`config.mk`:
```
export PLATFORM = sky130hd
export DESIGN_NAME = aou_unit
export DESIGN_NICKNAME = d
export VERILOG_FILES = /design/src/hdl/aou_pkg.sv /design/src/hdl/aou_unit.sv
export SDC_FILE = /design/constraint.sdc
export NUM_CORES = 1
export LEC_CHECK = 0
export BUFFER_PORTS_ARGS = -buffer_cell sky130_fd_sc_hd__buf_2
export CORE_UTILIZATION = 48
export CTS_CLUSTER_DIAMETER = 40
export DETAILED_ROUTE_END_ITERATION = 8
export PLACE_DENSITY = 0.79
export SLEW_MARGIN = 20
export SYNTH_ARGS = -nofsm -noshare
export SYNTH_HDL_FRONTEND = slang
export SYNTH_SLANG_ARGS = --single-unit
```
`constraint.sdc`:
```
create_clock -name clk_sys -period 2.5 [get_ports clk_sys]
set_input_delay 0.375 -clock clk_sys [delete_from_list [all_inputs] [get_ports clk_sys]]
set_output_delay 0.375 -clock clk_sys [all_outputs]
set_load 0.02 [all_outputs]
```
`src/hdl/aou_pkg.sv`:
```
// shared types and constants for the accumulator logic-operation unit
package aou_pkg;
   localparam int ACC_W = 32;
   localparam int WORD_W = 16;
   localparam int ADDR_W = 16;
   localparam int CNT_W = 6;
   localparam logic [CNT_W-1:0] CNT_MIN = 6'h01;
   localparam logic [CNT_W-1:0] CNT_MAX = 6'h20;
   localparam logic [ACC_W-1:0] ACC_RST = 32'h0000_0000;
   localparam logic FLAG_RST = 1'b0;

   typedef enum logic [1:0] {
      op_word_or,
      or_double_op,
      or_formatted_op,
      op_word_xor
   } aou_op_t;

   typedef struct packed {
      aou_op_t op;
      logic [ADDR_W-1:0] addr;
      logic [ACC_W-1:0] konst;
      logic [CNT_W-1:0] cnt;
   } aou_cmd_t;
endpackage

```
`src/hdl/aou_unit.sv`:
```
// accumulator OR / XOR logic-operation unit with zero and negative flags
`timescale 1ns/1ps
`default_nettype none

// Overview of operation
// RULE1 - word OR: low accumulator half with memory
// RULE2 - word OR sets zero flag on zero
// RULE3 - word OR operand fetched at direct address
// RULE4 - double OR: accumulator with 32-bit constant
// RULE5 - double OR updates zero and negative flags
// RULE6 - flags hold until next flag-updating operation
// RULE7 - formatted OR merges 1 to 32 bits
// RULE8 - formatted OR takes start address, bit count
// RULE9 - formatted OR updates zero and negative flags
// RULE10 - word XOR: low accumulator half with memory
// RULE11 - word XOR sets zero flag on zero
// RULE12 - start bit maps to accumulator bit zero
module aou_unit (
   input wire logic clk_sys,
   input wire logic rst,
   input wire logic ce,
   input wire logic req_valid,
   input wire aou_pkg::aou_cmd_t req_cmd,
   input wire logic acc_wr_en,
   input wire logic [aou_pkg::ACC_W-1:0] acc_wr_data,
   output var logic mem_rd_q,
   output var logic [aou_pkg::ADDR_W-1:0] mem_addr_q,
   input wire logic [aou_pkg::WORD_W-1:0] mem_rd_data,
   output var logic bit_rd_q,
   output var logic [aou_pkg::ADDR_W-1:0] bit_addr_q,
   input wire logic [aou_pkg::ACC_W-1:0] bit_rd_data,
   output var logic busy_q,
   output var logic done_q,
   output var logic [aou_pkg::ACC_W-1:0] acc_q,
   output var logic zero_result_flag,
   output var logic negative_result_flag
);
   import aou_pkg::*;

   typedef enum logic [1:0] {st_idle, st_fetch, st_use} aou_state_t;

   aou_state_t state_q;
   aou_state_t state_d;
   aou_op_t op_q;
   logic [CNT_W-1:0] cnt_q;
   logic [ACC_W-1:0] acc_d;
   logic take;
   logic fin;
   logic upd_neg;
   logic acc_we;

   // ==========================================================
   // helpers
   function automatic logic is_zero(input logic [ACC_W-1:0] v);
      return v == ACC_RST;
   endfunction

   // ones in the low cnt positions, count clamped to 1..32
   function automatic logic [ACC_W-1:0] fmt_mask(input logic [CNT_W-1:0] c);
      logic [CNT_W-1:0] n;
      logic [ACC_W-1:0] m;
      n = (c < CNT_MIN) ? CNT_MIN : ((c > CNT_MAX) ? CNT_MAX : c);
      m = '0;
      for (int i = 0; i < ACC_W; i++) begin
         m[i] = (i < int'(n));
      end
      return m;
   endfunction

   assign take = req_valid && (state_q == st_idle);

   // ==========================================================
   // sequencing
   always_comb begin
      state_d = state_q;
      case (state_q)
         st_idle: begin
            if (take && req_cmd.op != or_double_op) begin
               state_d = st_fetch;
            end
         end
         st_fetch: state_d = st_use;
         st_use: state_d = st_idle;
         default: state_d = st_idle;
      endcase
   end

   always_ff @(posedge clk_sys or posedge rst) begin
      if (rst) begin
         state_q <= st_idle;
         busy_q <= 1'b0;
      end else if (ce) begin
         state_q <= state_d;
         busy_q <= (state_d != st_idle);
      end
   end

   always_ff @(posedge clk_sys or posedge rst) begin
      if (rst) begin
         op_q <= op_word_or;
         cnt_q <= CNT_MIN;
      end else if (ce && take) begin
         op_q <= req_cmd.op;
         cnt_q <= req_cmd.cnt; // [RULE8]
      end
   end

   // ==========================================================
   // operand fetch
   always_ff @(posedge clk_sys or posedge rst) begin
      if (rst) begin
         mem_rd_q <= 1'b0;
         mem_addr_q <= '0;
         bit_rd_q <= 1'b0;
         bit_addr_q <= '0;
      end else if (ce) begin
         mem_rd_q <= take && (req_cmd.op == op_word_or || req_cmd.op == op_word_xor); // [RULE3]
         bit_rd_q <= take && (req_cmd.op == or_formatted_op); // [RULE8]
         if (take) begin
            mem_addr_q <= req_cmd.addr; // [RULE3]
            bit_addr_q <= req_cmd.addr; // [RULE8]
         end
      end
   end

   // ==========================================================
   // datapath
   always_comb begin
      acc_d = acc_q;
      fin = 1'b0;
      upd_neg = 1'b0;
      acc_we = 1'b0;
      if (take && req_cmd.op == or_double_op) begin
         acc_d = acc_q | req_cmd.konst; // [RULE4]
         fin = 1'b1;
         upd_neg = 1'b1;
      end else if (state_q == st_use) begin
         fin = 1'b1;
         case (op_q)
            op_word_or: acc_d = {acc_q[ACC_W-1:WORD_W], acc_q[WORD_W-1:0] | mem_rd_data}; // [RULE1]
            op_word_xor: acc_d = {acc_q[ACC_W-1:WORD_W], acc_q[WORD_W-1:0] ^ mem_rd_data}; // [RULE10]
            or_formatted_op: begin
               acc_d = acc_q | (bit_rd_data & fmt_mask(cnt_q)); // [RULE7] [RULE12]
               upd_neg = 1'b1;
            end
            default: acc_d = acc_q;
         endcase
      end else if (state_q == st_idle && !take && acc_wr_en) begin
         acc_d = acc_wr_data;
      end
      acc_we = fin || (state_q == st_idle && !take && acc_wr_en);
   end

   always_ff @(posedge clk_sys or posedge rst) begin
      if (rst) begin
         acc_q <= ACC_RST;
      end else if (ce && acc_we) begin
         acc_q <= acc_d;
      end
   end

   // flags change only when an operation completes; negative only on double or formatted OR
   always_ff @(posedge clk_sys or posedge rst) begin
      if (rst) begin
         zero_result_flag <= FLAG_RST;
         negative_result_flag <= FLAG_RST;
         done_q <= 1'b0;
      end else if (ce) begin
         done_q <= fin;
         if (fin) begin
            zero_result_flag <= is_zero(acc_d); // [RULE2] [RULE5] [RULE9] [RULE11] [RULE6]
            if (upd_neg) begin
               negative_result_flag <= acc_d[ACC_W-1]; // [RULE5] [RULE9] [RULE6]
            end
         end
      end
   end
endmodule // aou_unit

`default_nettype wire

```
# [Yosys cells after proc, flatten, opt, wreduce, memory -nomap -nowiden]
# Cells that the tools add are included.
[totals] register_bits=64 latchBits=0 mem_bits_rw=0 romBits=0 input_bits=141 out_inout_bits=70 elab_cells=91 n_memories=0
[classes] addsub=0 n_mul=0 n_div=0 n_lt_le_gt_ge=34 n_eq_ne=8 n_shift=0 mux=13 n_bitwise=5 reduce_logical=20
[ops] cell="$lt A5 B6 Y1 const A" count=16
[ops] cell="$mux W32" count=3
[ops] cell="$pmux W32 S3" count=1
[ops] cell="$or A32 B32 Y32" count=2
[ops] cell="$lt A4 B6 Y1 const A" count=8
[ops] cell="$and A32 B32 Y32" count=1
[ops] cell="$logic_not A32 Y1" count=1
[ops] cell="$lt A3 B6 Y1 const A" count=4
[ops] cell="$or A16 B16 Y16" count=1
[ops] cell="$xor A16 B16 Y16" count=1
[ops] cell="$lt A1 B6 Y1 const A" count=2
[ops] cell="$lt A2 B6 Y1 const A" count=2
[ops] cell="$mux W6" count=2
[ops] cell="$eq A2 B2 Y1 const B" count=5
[ops] cell="$logic_and A1 B1 Y1" count=9
[ops] cell="$gt A6 B6 Y1 const B" count=1
[ops] cell="$logic_not A2 Y1" count=3
[ops] cell="$lt A6 B1 Y1 const B" count=1
[ops] cell="$mux W1" count=5
[ops] cell="$eq A2 B1 Y1 const B" count=2
[ops] cell="$pmux W2 S2" count=1
[ops] cell="$reduce_and A2 Y1" count=2
[ops] cell="$reduce_and A3 Y1" count=1
[ops] cell="$logic_or A1 B1 Y1" count=2
[ops] cell="other kinds (4)" count=4

# [Depth between registers and ports, before layout]
# Gate-level depths: netlist (run 1).
[depth] word_depth=10 depth_mapped=11 ltp_nobuf=9

# [Worst setup path after synthesis (run 1)]
# No wires, ideal clock.
[synth_timing] path_type="reg-to-reg" from="reg cnt_q[5]" to="reg zero_result_flag" setup_time_ns=0.067 arrival_time_ns=2.069 required_time_ns=2.433 path_slack_ns=0.364 stages_incl_launch_ff=10 n_path_buf=2 period_less_slack_ns=2.136 path_cell_list="dfrtp_1 > buf_6 > or3_4 > buf_6 > a311oi_2 > nor3_1 > a211oi_2 > nand4_1 > nor4_1 > a32o_1"
[synth_via] elab_chain_len=10 elab_cells_between_ends=42 classes_between="order compare: 34; mux: 5; bitwise: 2; reduce/logical: 1"
[synth_rtl] item="from (decl)" line_no="aou_unit.sv:45" text="logic [CNT_W-1:0] cnt_q;"
[synth_rtl] item="from (signal assigned)" line_no="aou_unit.sv:104" text="cnt_q <= req_cmd.cnt;"
[synth_rtl] item="$gt A6 B6 Y1" line_no="aou_unit.sv:62" text="n = (c < CNT_MIN) ? CNT_MIN : ((c > CNT_MAX) ? CNT_MAX : c);"
[synth_rtl] item="$mux W6" line_no="aou_unit.sv:62"
[synth_rtl] item="$mux W6 *" line_no="aou_unit.sv:62"
[synth_rtl] item="$lt A1 B6 Y1 (tied with other cells)" line_no="aou_unit.sv:65" text="m[i] = (i < int'(n));"
[synth_rtl] item="$and A32 B32 Y32 *" line_no="aou_unit.sv:143" text="acc_d = acc_q | (bit_rd_data & fmt_mask(cnt_q));"
[synth_rtl] item="$or A32 B32 Y32 *" line_no="aou_unit.sv:143"
[synth_rtl] item="$pmux W32 S3 *" line_no="aou_unit.sv:139" text="case (op_q)"
[synth_rtl] item="$mux W32 *" line_no="aou_unit.sv:137" text="end else if (state_q == st_use) begin"
[synth_rtl] item="$mux W32 *" line_no="aou_unit.sv:133" text="if (take && req_cmd.op == or_double_op) begin"
[synth_rtl] item="$logic_not A32 Y1 *" line_no="aou_unit.sv:55" text="return v == ACC_RST;"
[synth_rtl] item="to (signal assigned)" line_no="aou_unit.sv:171" text="zero_result_flag <= is_zero(acc_d);"
[synth_rtl] item="to (decl)" line_no="aou_unit.sv:35" text="output var logic zero_result_flag,"
# Every way passes the cells marked *; elsewhere a longest branch is shown, timed or not.
# A chain may end at the register's enable or synchronous reset.

# [Worst setup path after layout (run 1)]
[layout_timing] from="reg state_q[0]" to="reg zero_result_flag"
[layout_via] elab_chain_len=9 elab_cells_between_ends=14 classes_between="eq/ne: 1; mux: 5; reduce/logical: 8"
[layout_rtl] item="from (decl)" line_no="aou_unit.sv:42" text="aou_state_t state_q;"
[layout_rtl] item="from (signal assigned)" line_no="aou_unit.sv:90" text="state_q <= st_idle;"
[layout_rtl] item="from (signal assigned)" line_no="aou_unit.sv:93" text="state_q <= state_d;"
[layout_rtl] item="$logic_not A2 Y1" line_no="aou_unit.sv:70, aou_unit.sv:148"
[layout_rtl] item="$logic_and A1 B1 Y1" line_no="aou_unit.sv:70" text="assign take = req_valid && (state_q == st_idle);"
[layout_rtl] item="$logic_not A1 Y1" line_no="aou_unit.sv:148" text="end else if (state_q == st_idle && !take && acc_wr_en) begin"
[layout_rtl] item="$logic_and A1 B1 Y1 (2 in series)" line_no="aou_unit.sv:148"
[layout_rtl] item="$mux W32" line_no="aou_unit.sv:148"
[layout_rtl] item="$mux W32" line_no="aou_unit.sv:137"
[layout_rtl] item="$mux W32" line_no="aou_unit.sv:133"
[layout_rtl] item="$logic_not A32 Y1" line_no="aou_unit.sv:55"
# Parallel ways exist; a longest one is shown, timed or not.

==> flow_summary.yaml, run 1 <==
setup_path:
  critPathLaunch: "state_q[0]"
  crit_type: "reg -> reg"
  reg2reg_depth: 9
  r2r_start: "state_q[0]"
  end_kind: "flop"
  cp_max_fo: 10
  cp.arrival_ps: 2640
  timing.critical_path.required_ps: 2740
  worstSetupStartpointType: "flop"
  reg2reg_to: "zero_result_flag"
  cp-endpoint: "zero_result_flag"
  reg2reg_slack_ps: 90
timing:
  worst-slew-pin-transition_ps: 689
  clock_skew_ps: 22.4
  report.final.hold_viol_count: 0
  tns_ps: 0
  finalCriticalPeriod_ps: 2410
  timing.slew.headroom_pct: 53.9
  period_share_pct: 96.2
  drv_slew: 0
  setup_viol: 0
  hold_ws_ps: 107
  fmax_ghz: 0.416
  rsz0062_at_grt: "no"
clock_network:
  htree_levels: 3
  root_buffer: "clkbuf_8"
  hold_buffers: 0
  cts_buffers: 9
  insertion_delay_ps: 360
  cts_tree: "yes"
  cts_max_path_buffers: 2
  clock-sinks: 64
  clk_pin_slew_ps: 80
global_route:
  antenna_found_initial: 0
  globalRouteOverflowTotal: 0
  grt_pass1_wl_mm: 26.1
  grt_max_degree: 37
  grt_usage_pct: 34.1
  first_global_vias: 5132
placed_design:
  hpwl_mm: 13.3
  portBuffers: 210
  place_area_um2: 5920
  routabilityCongestion: 0.969
drt:
  antenna_left: 0
  drtPass1Iterations: 5
  wl_mm: 17.1
  num_vias: 5301
  wl_per_cell_um: 19.1
  drc_errors: 0
  drt_iter0_drc: 402
  viasPerCell: 5.91
logic_synthesis:
  synth_seq_cells: 64
  synth-async-reset-ratio_pct: 100
  syn_nets: 717
  synth_flop_cell: "dfrtp_1"
  synthTopCellsByArea: "dfrtp_1, mux2_2, o21ai_0, nand2_1, ha_1"
  synth_cell_types: 69
  syn_area_per_cell_um2: 8.33
  syn_area_um2: 4650
  synth_edf_count: 0
  yosys.area.top_type: "dfrtp_1"
  synthCells: 558
  seq_area_frac_synth_pct: 34.5
  yosysWarnings: 0
  synth_top_area_share_pct: 33.9
power:
  seq_power_share_pct: 30.6
  power.total_w: 0.00608
  switching_share_pct: 47.6
  pwr-share-comb_pct: 54.5
  internal-power_w: 0.00319
  powerDensity_nw_per_um2: 991
  clockPowerShare_pct: 14.9
  ir_drop_v: 0.000510
  p_switching_w: 0.00289
  leakage_nw: 2.99
floorplanning:
  rows: 35
  initial_core_util_pct: 49.8
  core-area_um2: 9330
  io_pins: 211
  dieHeight_um: 100
  fp.dieW_um: 100
  fp.dieArea_um2: 10100
finish:
  drive_gt1_share_pct: 41.3
  syn_to_final_growth_pct: 32.1
  finish.instance_area_um2: 6140
  num_antenna_cells: 0
  nets: 923
run_status:
  outcome: "complete, no violations"
job:
  maxCapViolCount: 0
min_path:
  min_path_type: "in -> async"
state kept, by name, summed over array words and instances (netlist names), 2 cells and up:
register    flops
cnt_q           6
op_q            2
state_q         2
acc_q          32
bit_addr_q     16
worst max-delay path, stage by stage, from the launching register on:
cell and delay (ps):
dfrtp_2 470, buf_4 210, nor4b_4 660, buf_6 240, nand2_1 80, o31ai_1 100, a211oi_2 100, nand4_1 110
nor4_1 60, a32o_1 260
cells by family after synthesis:
group                    share of synthesized area, %
buffers and inverters                            9.90
AO/OA/AOI/OAI                                    26.7
multiplexers                                     7.08
flip-flops                                       34.5
adder cells (fa/ha/maj)                          4.84
AND/OR/NAND/NOR                                  17.0
worst min-delay path by stage:
stage / from / to / slack [ps] / depth (start not counted)
finish: rst / bit_addr_q[1] / 110 / 2
global route: rst / busy_q / 170 / 2
CTS: rst / busy_q / 130 / 2
detailed placement: acc_q[30] / acc_q[30] / 490 / 2
global placement: rst / bit_addr_q[1] / 490 / 2
floorplan: req_cmd[1] / cnt_q[1] / 490 / 2
Yosys cell counts, drive strengths merged, types with 7 or more instances:
master  instances
o21ai          56
a21oi          41
inv            46
dfrtp          63
nor2           31
ha             18
buf            26
a221oi          9
nand2b         10
a31oi           9
a211oi         10
o22ai           7
mux2i           7
nand2          67
mux2           23
clkbuf         28
placed cells by master (no fill, tap or decap), types with 9 or more instances in the layout:
cell / Yosys / routed
mux2_2: 23 / 23
dfrtp_1: 63 / 57
nor2_1: 30 / 29
nand2b_1: 10 / 10
ha_1: 18 / 18
clkbuf_8: 0 / 9
buf_2: 8 / 210
a31oi_1: 9 / 9
inv_1: 44 / 43
buf_4: 16 / 35
a21oi_1: 40 / 40
o21ai_0: 51 / 51
a221oi_1: 9 / 9
nand2_1: 67 / 67
routing by layer:
layer  GRT usage, %  wire (um)  vias up
li1               -          -     2433
met3           7.10       1660       56
met1           42.4       6820     2449
met5              0          0        -
met4           14.9        627        0
met2           57.1       8030      363
per-stage QoR:
step,std cells,setup WS (ps),utilization (%)
finish,897,94.3,65.8
global route,897,6.63,65.8
CTS,896,65.5,65.5
detailed placement,881,63.0,63.5
global placement,881,94.0,63.5
floorplan,558,364,-
layout make-up:
cell class,count,area (um^2)
Clock buffer,10,128
Clock inverter,5,58.8
Fill cell,833,3190
Inverter,46,173
Multi-Input combinational cell,394,2630
Sequential cell,64,1610
Tap cell,129,161
Timing Repair Buffer,249,1390
power groups by stage:
| stage | Clock [W] | Sequential (W) | Combinational, W |
|---|---|---|---|
| 5_1_grt | 0.000956 | 0.00191 | 0.00359 |
| 3_3_place_gp | 0 | 0.00185 | 0.00319 |
| 2_1_floorplan | 0 | 0.00211 | 0.00182 |
| 6_report | 0.000907 | 0.00186 | 0.00331 |
| 3_5_place_dp | 0 | 0.00186 | 0.00324 |
| 4_1_cts | 0.000915 | 0.00185 | 0.00326 |
repair_timing:
item                       4_1_cts  5_1_grt
buffers inserted                 0        1
setup endpoints to repair        0        1
resized for setup                0       11
Note: power is estimated with default switching activity, not from simulation.
==> inputs of run 2 (changes only) <==
--- a/config.mk
+++ b/config.mk
@@ -6,10 +6,10 @@
 export NUM_CORES = 1
 export LEC_CHECK = 0
 export BUFFER_PORTS_ARGS = -buffer_cell sky130_fd_sc_hd__buf_2
-export CORE_UTILIZATION = 48
+export CORE_UTILIZATION = 43
 export CTS_CLUSTER_DIAMETER = 40
 export DETAILED_ROUTE_END_ITERATION = 8
-export PLACE_DENSITY = 0.79
+export PLACE_DENSITY = 0.74
 export SLEW_MARGIN = 20
 export SYNTH_ARGS = -nofsm -noshare
 export SYNTH_HDL_FRONTEND = slang
==> constraint.sdc (replaced) <==
create_clock -name clk_sys -period 2.2 [get_ports clk_sys]
set_input_delay 0.33 -clock clk_sys [delete_from_list [all_inputs] [get_ports clk_sys]]
set_output_delay 0.33 -clock clk_sys [all_outputs]
set_load 0.02 [all_outputs]
==> flow_summary.yaml, run 2 (synthesized netlist as in run 1, its figures left out) <==
run_status:
  outcome: "finished, violations left"
  violations: "negative setup slack"
power:
  seq_power_share_pct: 26.4
  clockPowerShare_pct: 14.0
  powerDensity_nw_per_um2: 1110
  power.total_w: 0.00763
  ir_drop_v: 0.000682
  internal-power_w: 0.00415
  p_switching_w: 0.00348
  pwr-share-comb_pct: 59.5
  switching_share_pct: 45.6
  leakage_nw: 3.41
setup_path:
  reg2reg_to: "zero_result_flag"
  end_kind: "flop"
  r2r_start: "cnt_q[5]"
  reg2reg_depth: 8
  critPathLaunch: "cnt_q[5]"
  cp.arrival_ps: 2630
  timing.critical_path.required_ps: 2500
  cp_max_fo: 7
  worstSetupStartpointType: "flop"
  reg2reg_slack_ps: -130
  crit_type: "reg -> reg"
finish:
  largest_register: "acc_q"
  nets: 995
  largest_reg_flops: 32
  layout_commonest_cell: "buf_2"
  drive_gt1_share_pct: 48.9
  final_util_pct: 66.2
  fillCellCount: 914
  most-common-layout-cells: "buf_2, buf_4, nand2_1, dfrtp_1, o21ai_0"
  finalNonFillerCells: 977
  syn_to_final_growth_pct: 48.3
  num_antenna_cells: 0
  top_regs: "acc_q (32), bit_addr_q (16), cnt_q (6)"
timing:
  worst-slew-pin-transition_ps: 467
  drv_slew: 0
  hold_ws_ps: 192
  finalCriticalPeriod_ps: 2330
  fmax_ghz: 0.429
  setup_viol: 1
  layout_setup_ws_ps: -130
  period_share_pct: 106
  timing.slew.headroom_pct: 68.7
  report.final.hold_viol_count: 0
  rsz0062_at_grt: "yes"
  tns_ps: -130
  clock_skew_ps: 12.6
placed_design:
  placedCellCount: 939
  portBuffers: 210
  routabilityCongestion: 0.918
  hpwl_mm: 14.1
job:
  maxCapViolCount: 0
drt:
  antenna_left: 0
  num_vias: 5591
  drtPass1Iterations: 5
  wl_mm: 18.5
  wl_per_cell_um: 18.9
  drt_iter0_drc: 381
  viasPerCell: 5.72
  drc_errors: 0
clock_network:
  cts_tree: "yes"
  htree_levels: 3
  cts_buffers: 9
  cts_max_path_buffers: 2
  insertion_delay_ps: 360
  clk_pin_slew_ps: 80
  clock-sinks: 64
  root_buffer: "clkbuf_8"
floorplanning:
  io_pins: 211
  fp.dieArea_um2: 11200
  core-area_um2: 10400
  initial_core_util_pct: 44.6
  dieHeight_um: 106
  rows: 37
  fp.dieW_um: 106
global_route:
  globalRouteOverflowTotal: 0
  grt_pass1_wl_mm: 28.7
  antenna_found_initial: 0
  grt_max_degree: 55
  grt_usage_pct: 33.3
  first_global_vias: 5636
min_path:
  holdPathStages: 3
  hold_start: "req_cmd[1]"
  min_path_type: "in -> reg"
  whs_endpoint: "cnt_q[1]"
## run 2: changes by cell type in the layout (fill, tap and decap cells not counted), sizes merged
| cell | before | now |
|---|---|---|
| clkinv | 2 | 1 |
| clkinvlp | 2 | 4 |
| buf | 249 | 320 |
| dlygate4sd3 | 0 | 1 |
## run 2: routing by layer
layer | vias up | routed length [um] | share of wire (%) | global-route usage, %
met2 | 341 | 8550 | 46 | 55.0
met3 | 62 | 1590 | 8.6 | 5.70
met1 | 2607 | 7460 | 40 | 41.7
met5 | - | 0 | 0 | 0
met4 | 0 | 866 | 4.7 | 17.1
li1 | 2581 | - | - | -
## run 2: worst max-delay path by stage
| stage | end | slack [ps] |
|---|---|---|
| after detailed placement | zero_result_flag | -370 |
| final | zero_result_flag | -130 |
| after global routing | zero_result_flag | -220 |
| after CTS | zero_result_flag | -7 |
| after floorplan | zero_result_flag | 60 |
| after global placement | zero_result_flag | -230 |
## run 2: repair_timing
item | 4_1_cts | 5_1_grt
gates cloned | 1 | 0
hold endpoints to repair | 10 | 0
setup endpoints to repair | 2 | 1
gates resized for setup | 42 | 6
buffers inserted | 15 | 5
hold buffers | 1 | 0
pin swaps | 22 | 6
## run 2: power by group through the flow
stage	sequential (W)	clock (W)	combinational (W)
final	0.00202	0.00107	0.00454
after global routing	0.00208	0.00113	0.00491
after CTS	0.00201	0.00108	0.00440
after detailed placement	0.00202	0	0.00410
after global placement	0.00200	0	0.00405
after floorplan	0.00240	0	0.00207
## run 2: per-stage QoR
| stage | area [um^2] | setup WS [ps] |
|---|---|---|
| after floorplan | 4650 | 64.2 |
| after global placement | 6320 | -227 |
| after detailed placement | 6320 | -371 |
| after CTS | 6830 | -6.68 |
| after global routing | 6900 | -215 |
| final | 6900 | -130 |
## run 2: final cells by class
class / count / area, um^2 / share of cell area (%)
multi-input combinational: 394 / 2770 / 40.1
timing repair buffer: 321 / 1980 / 28.6
sequential: 64 / 1610 / 23.3
inverter: 46 / 173 / 2.50
tap: 136 / 170 / 2.47
clock buffer: 10 / 138 / 2.00
clock inverter: 6 / 68.8 / 0.998
## run 2: worst max-delay path: stages (launching register included)
cell	delay, ps
dfrtp_2	430
buf_4	170
or4_1	520
nand4_1	130
a221oi_1	150
o22ai_1	260
nand3_1	150
nor4_1	280
a32o_1	200
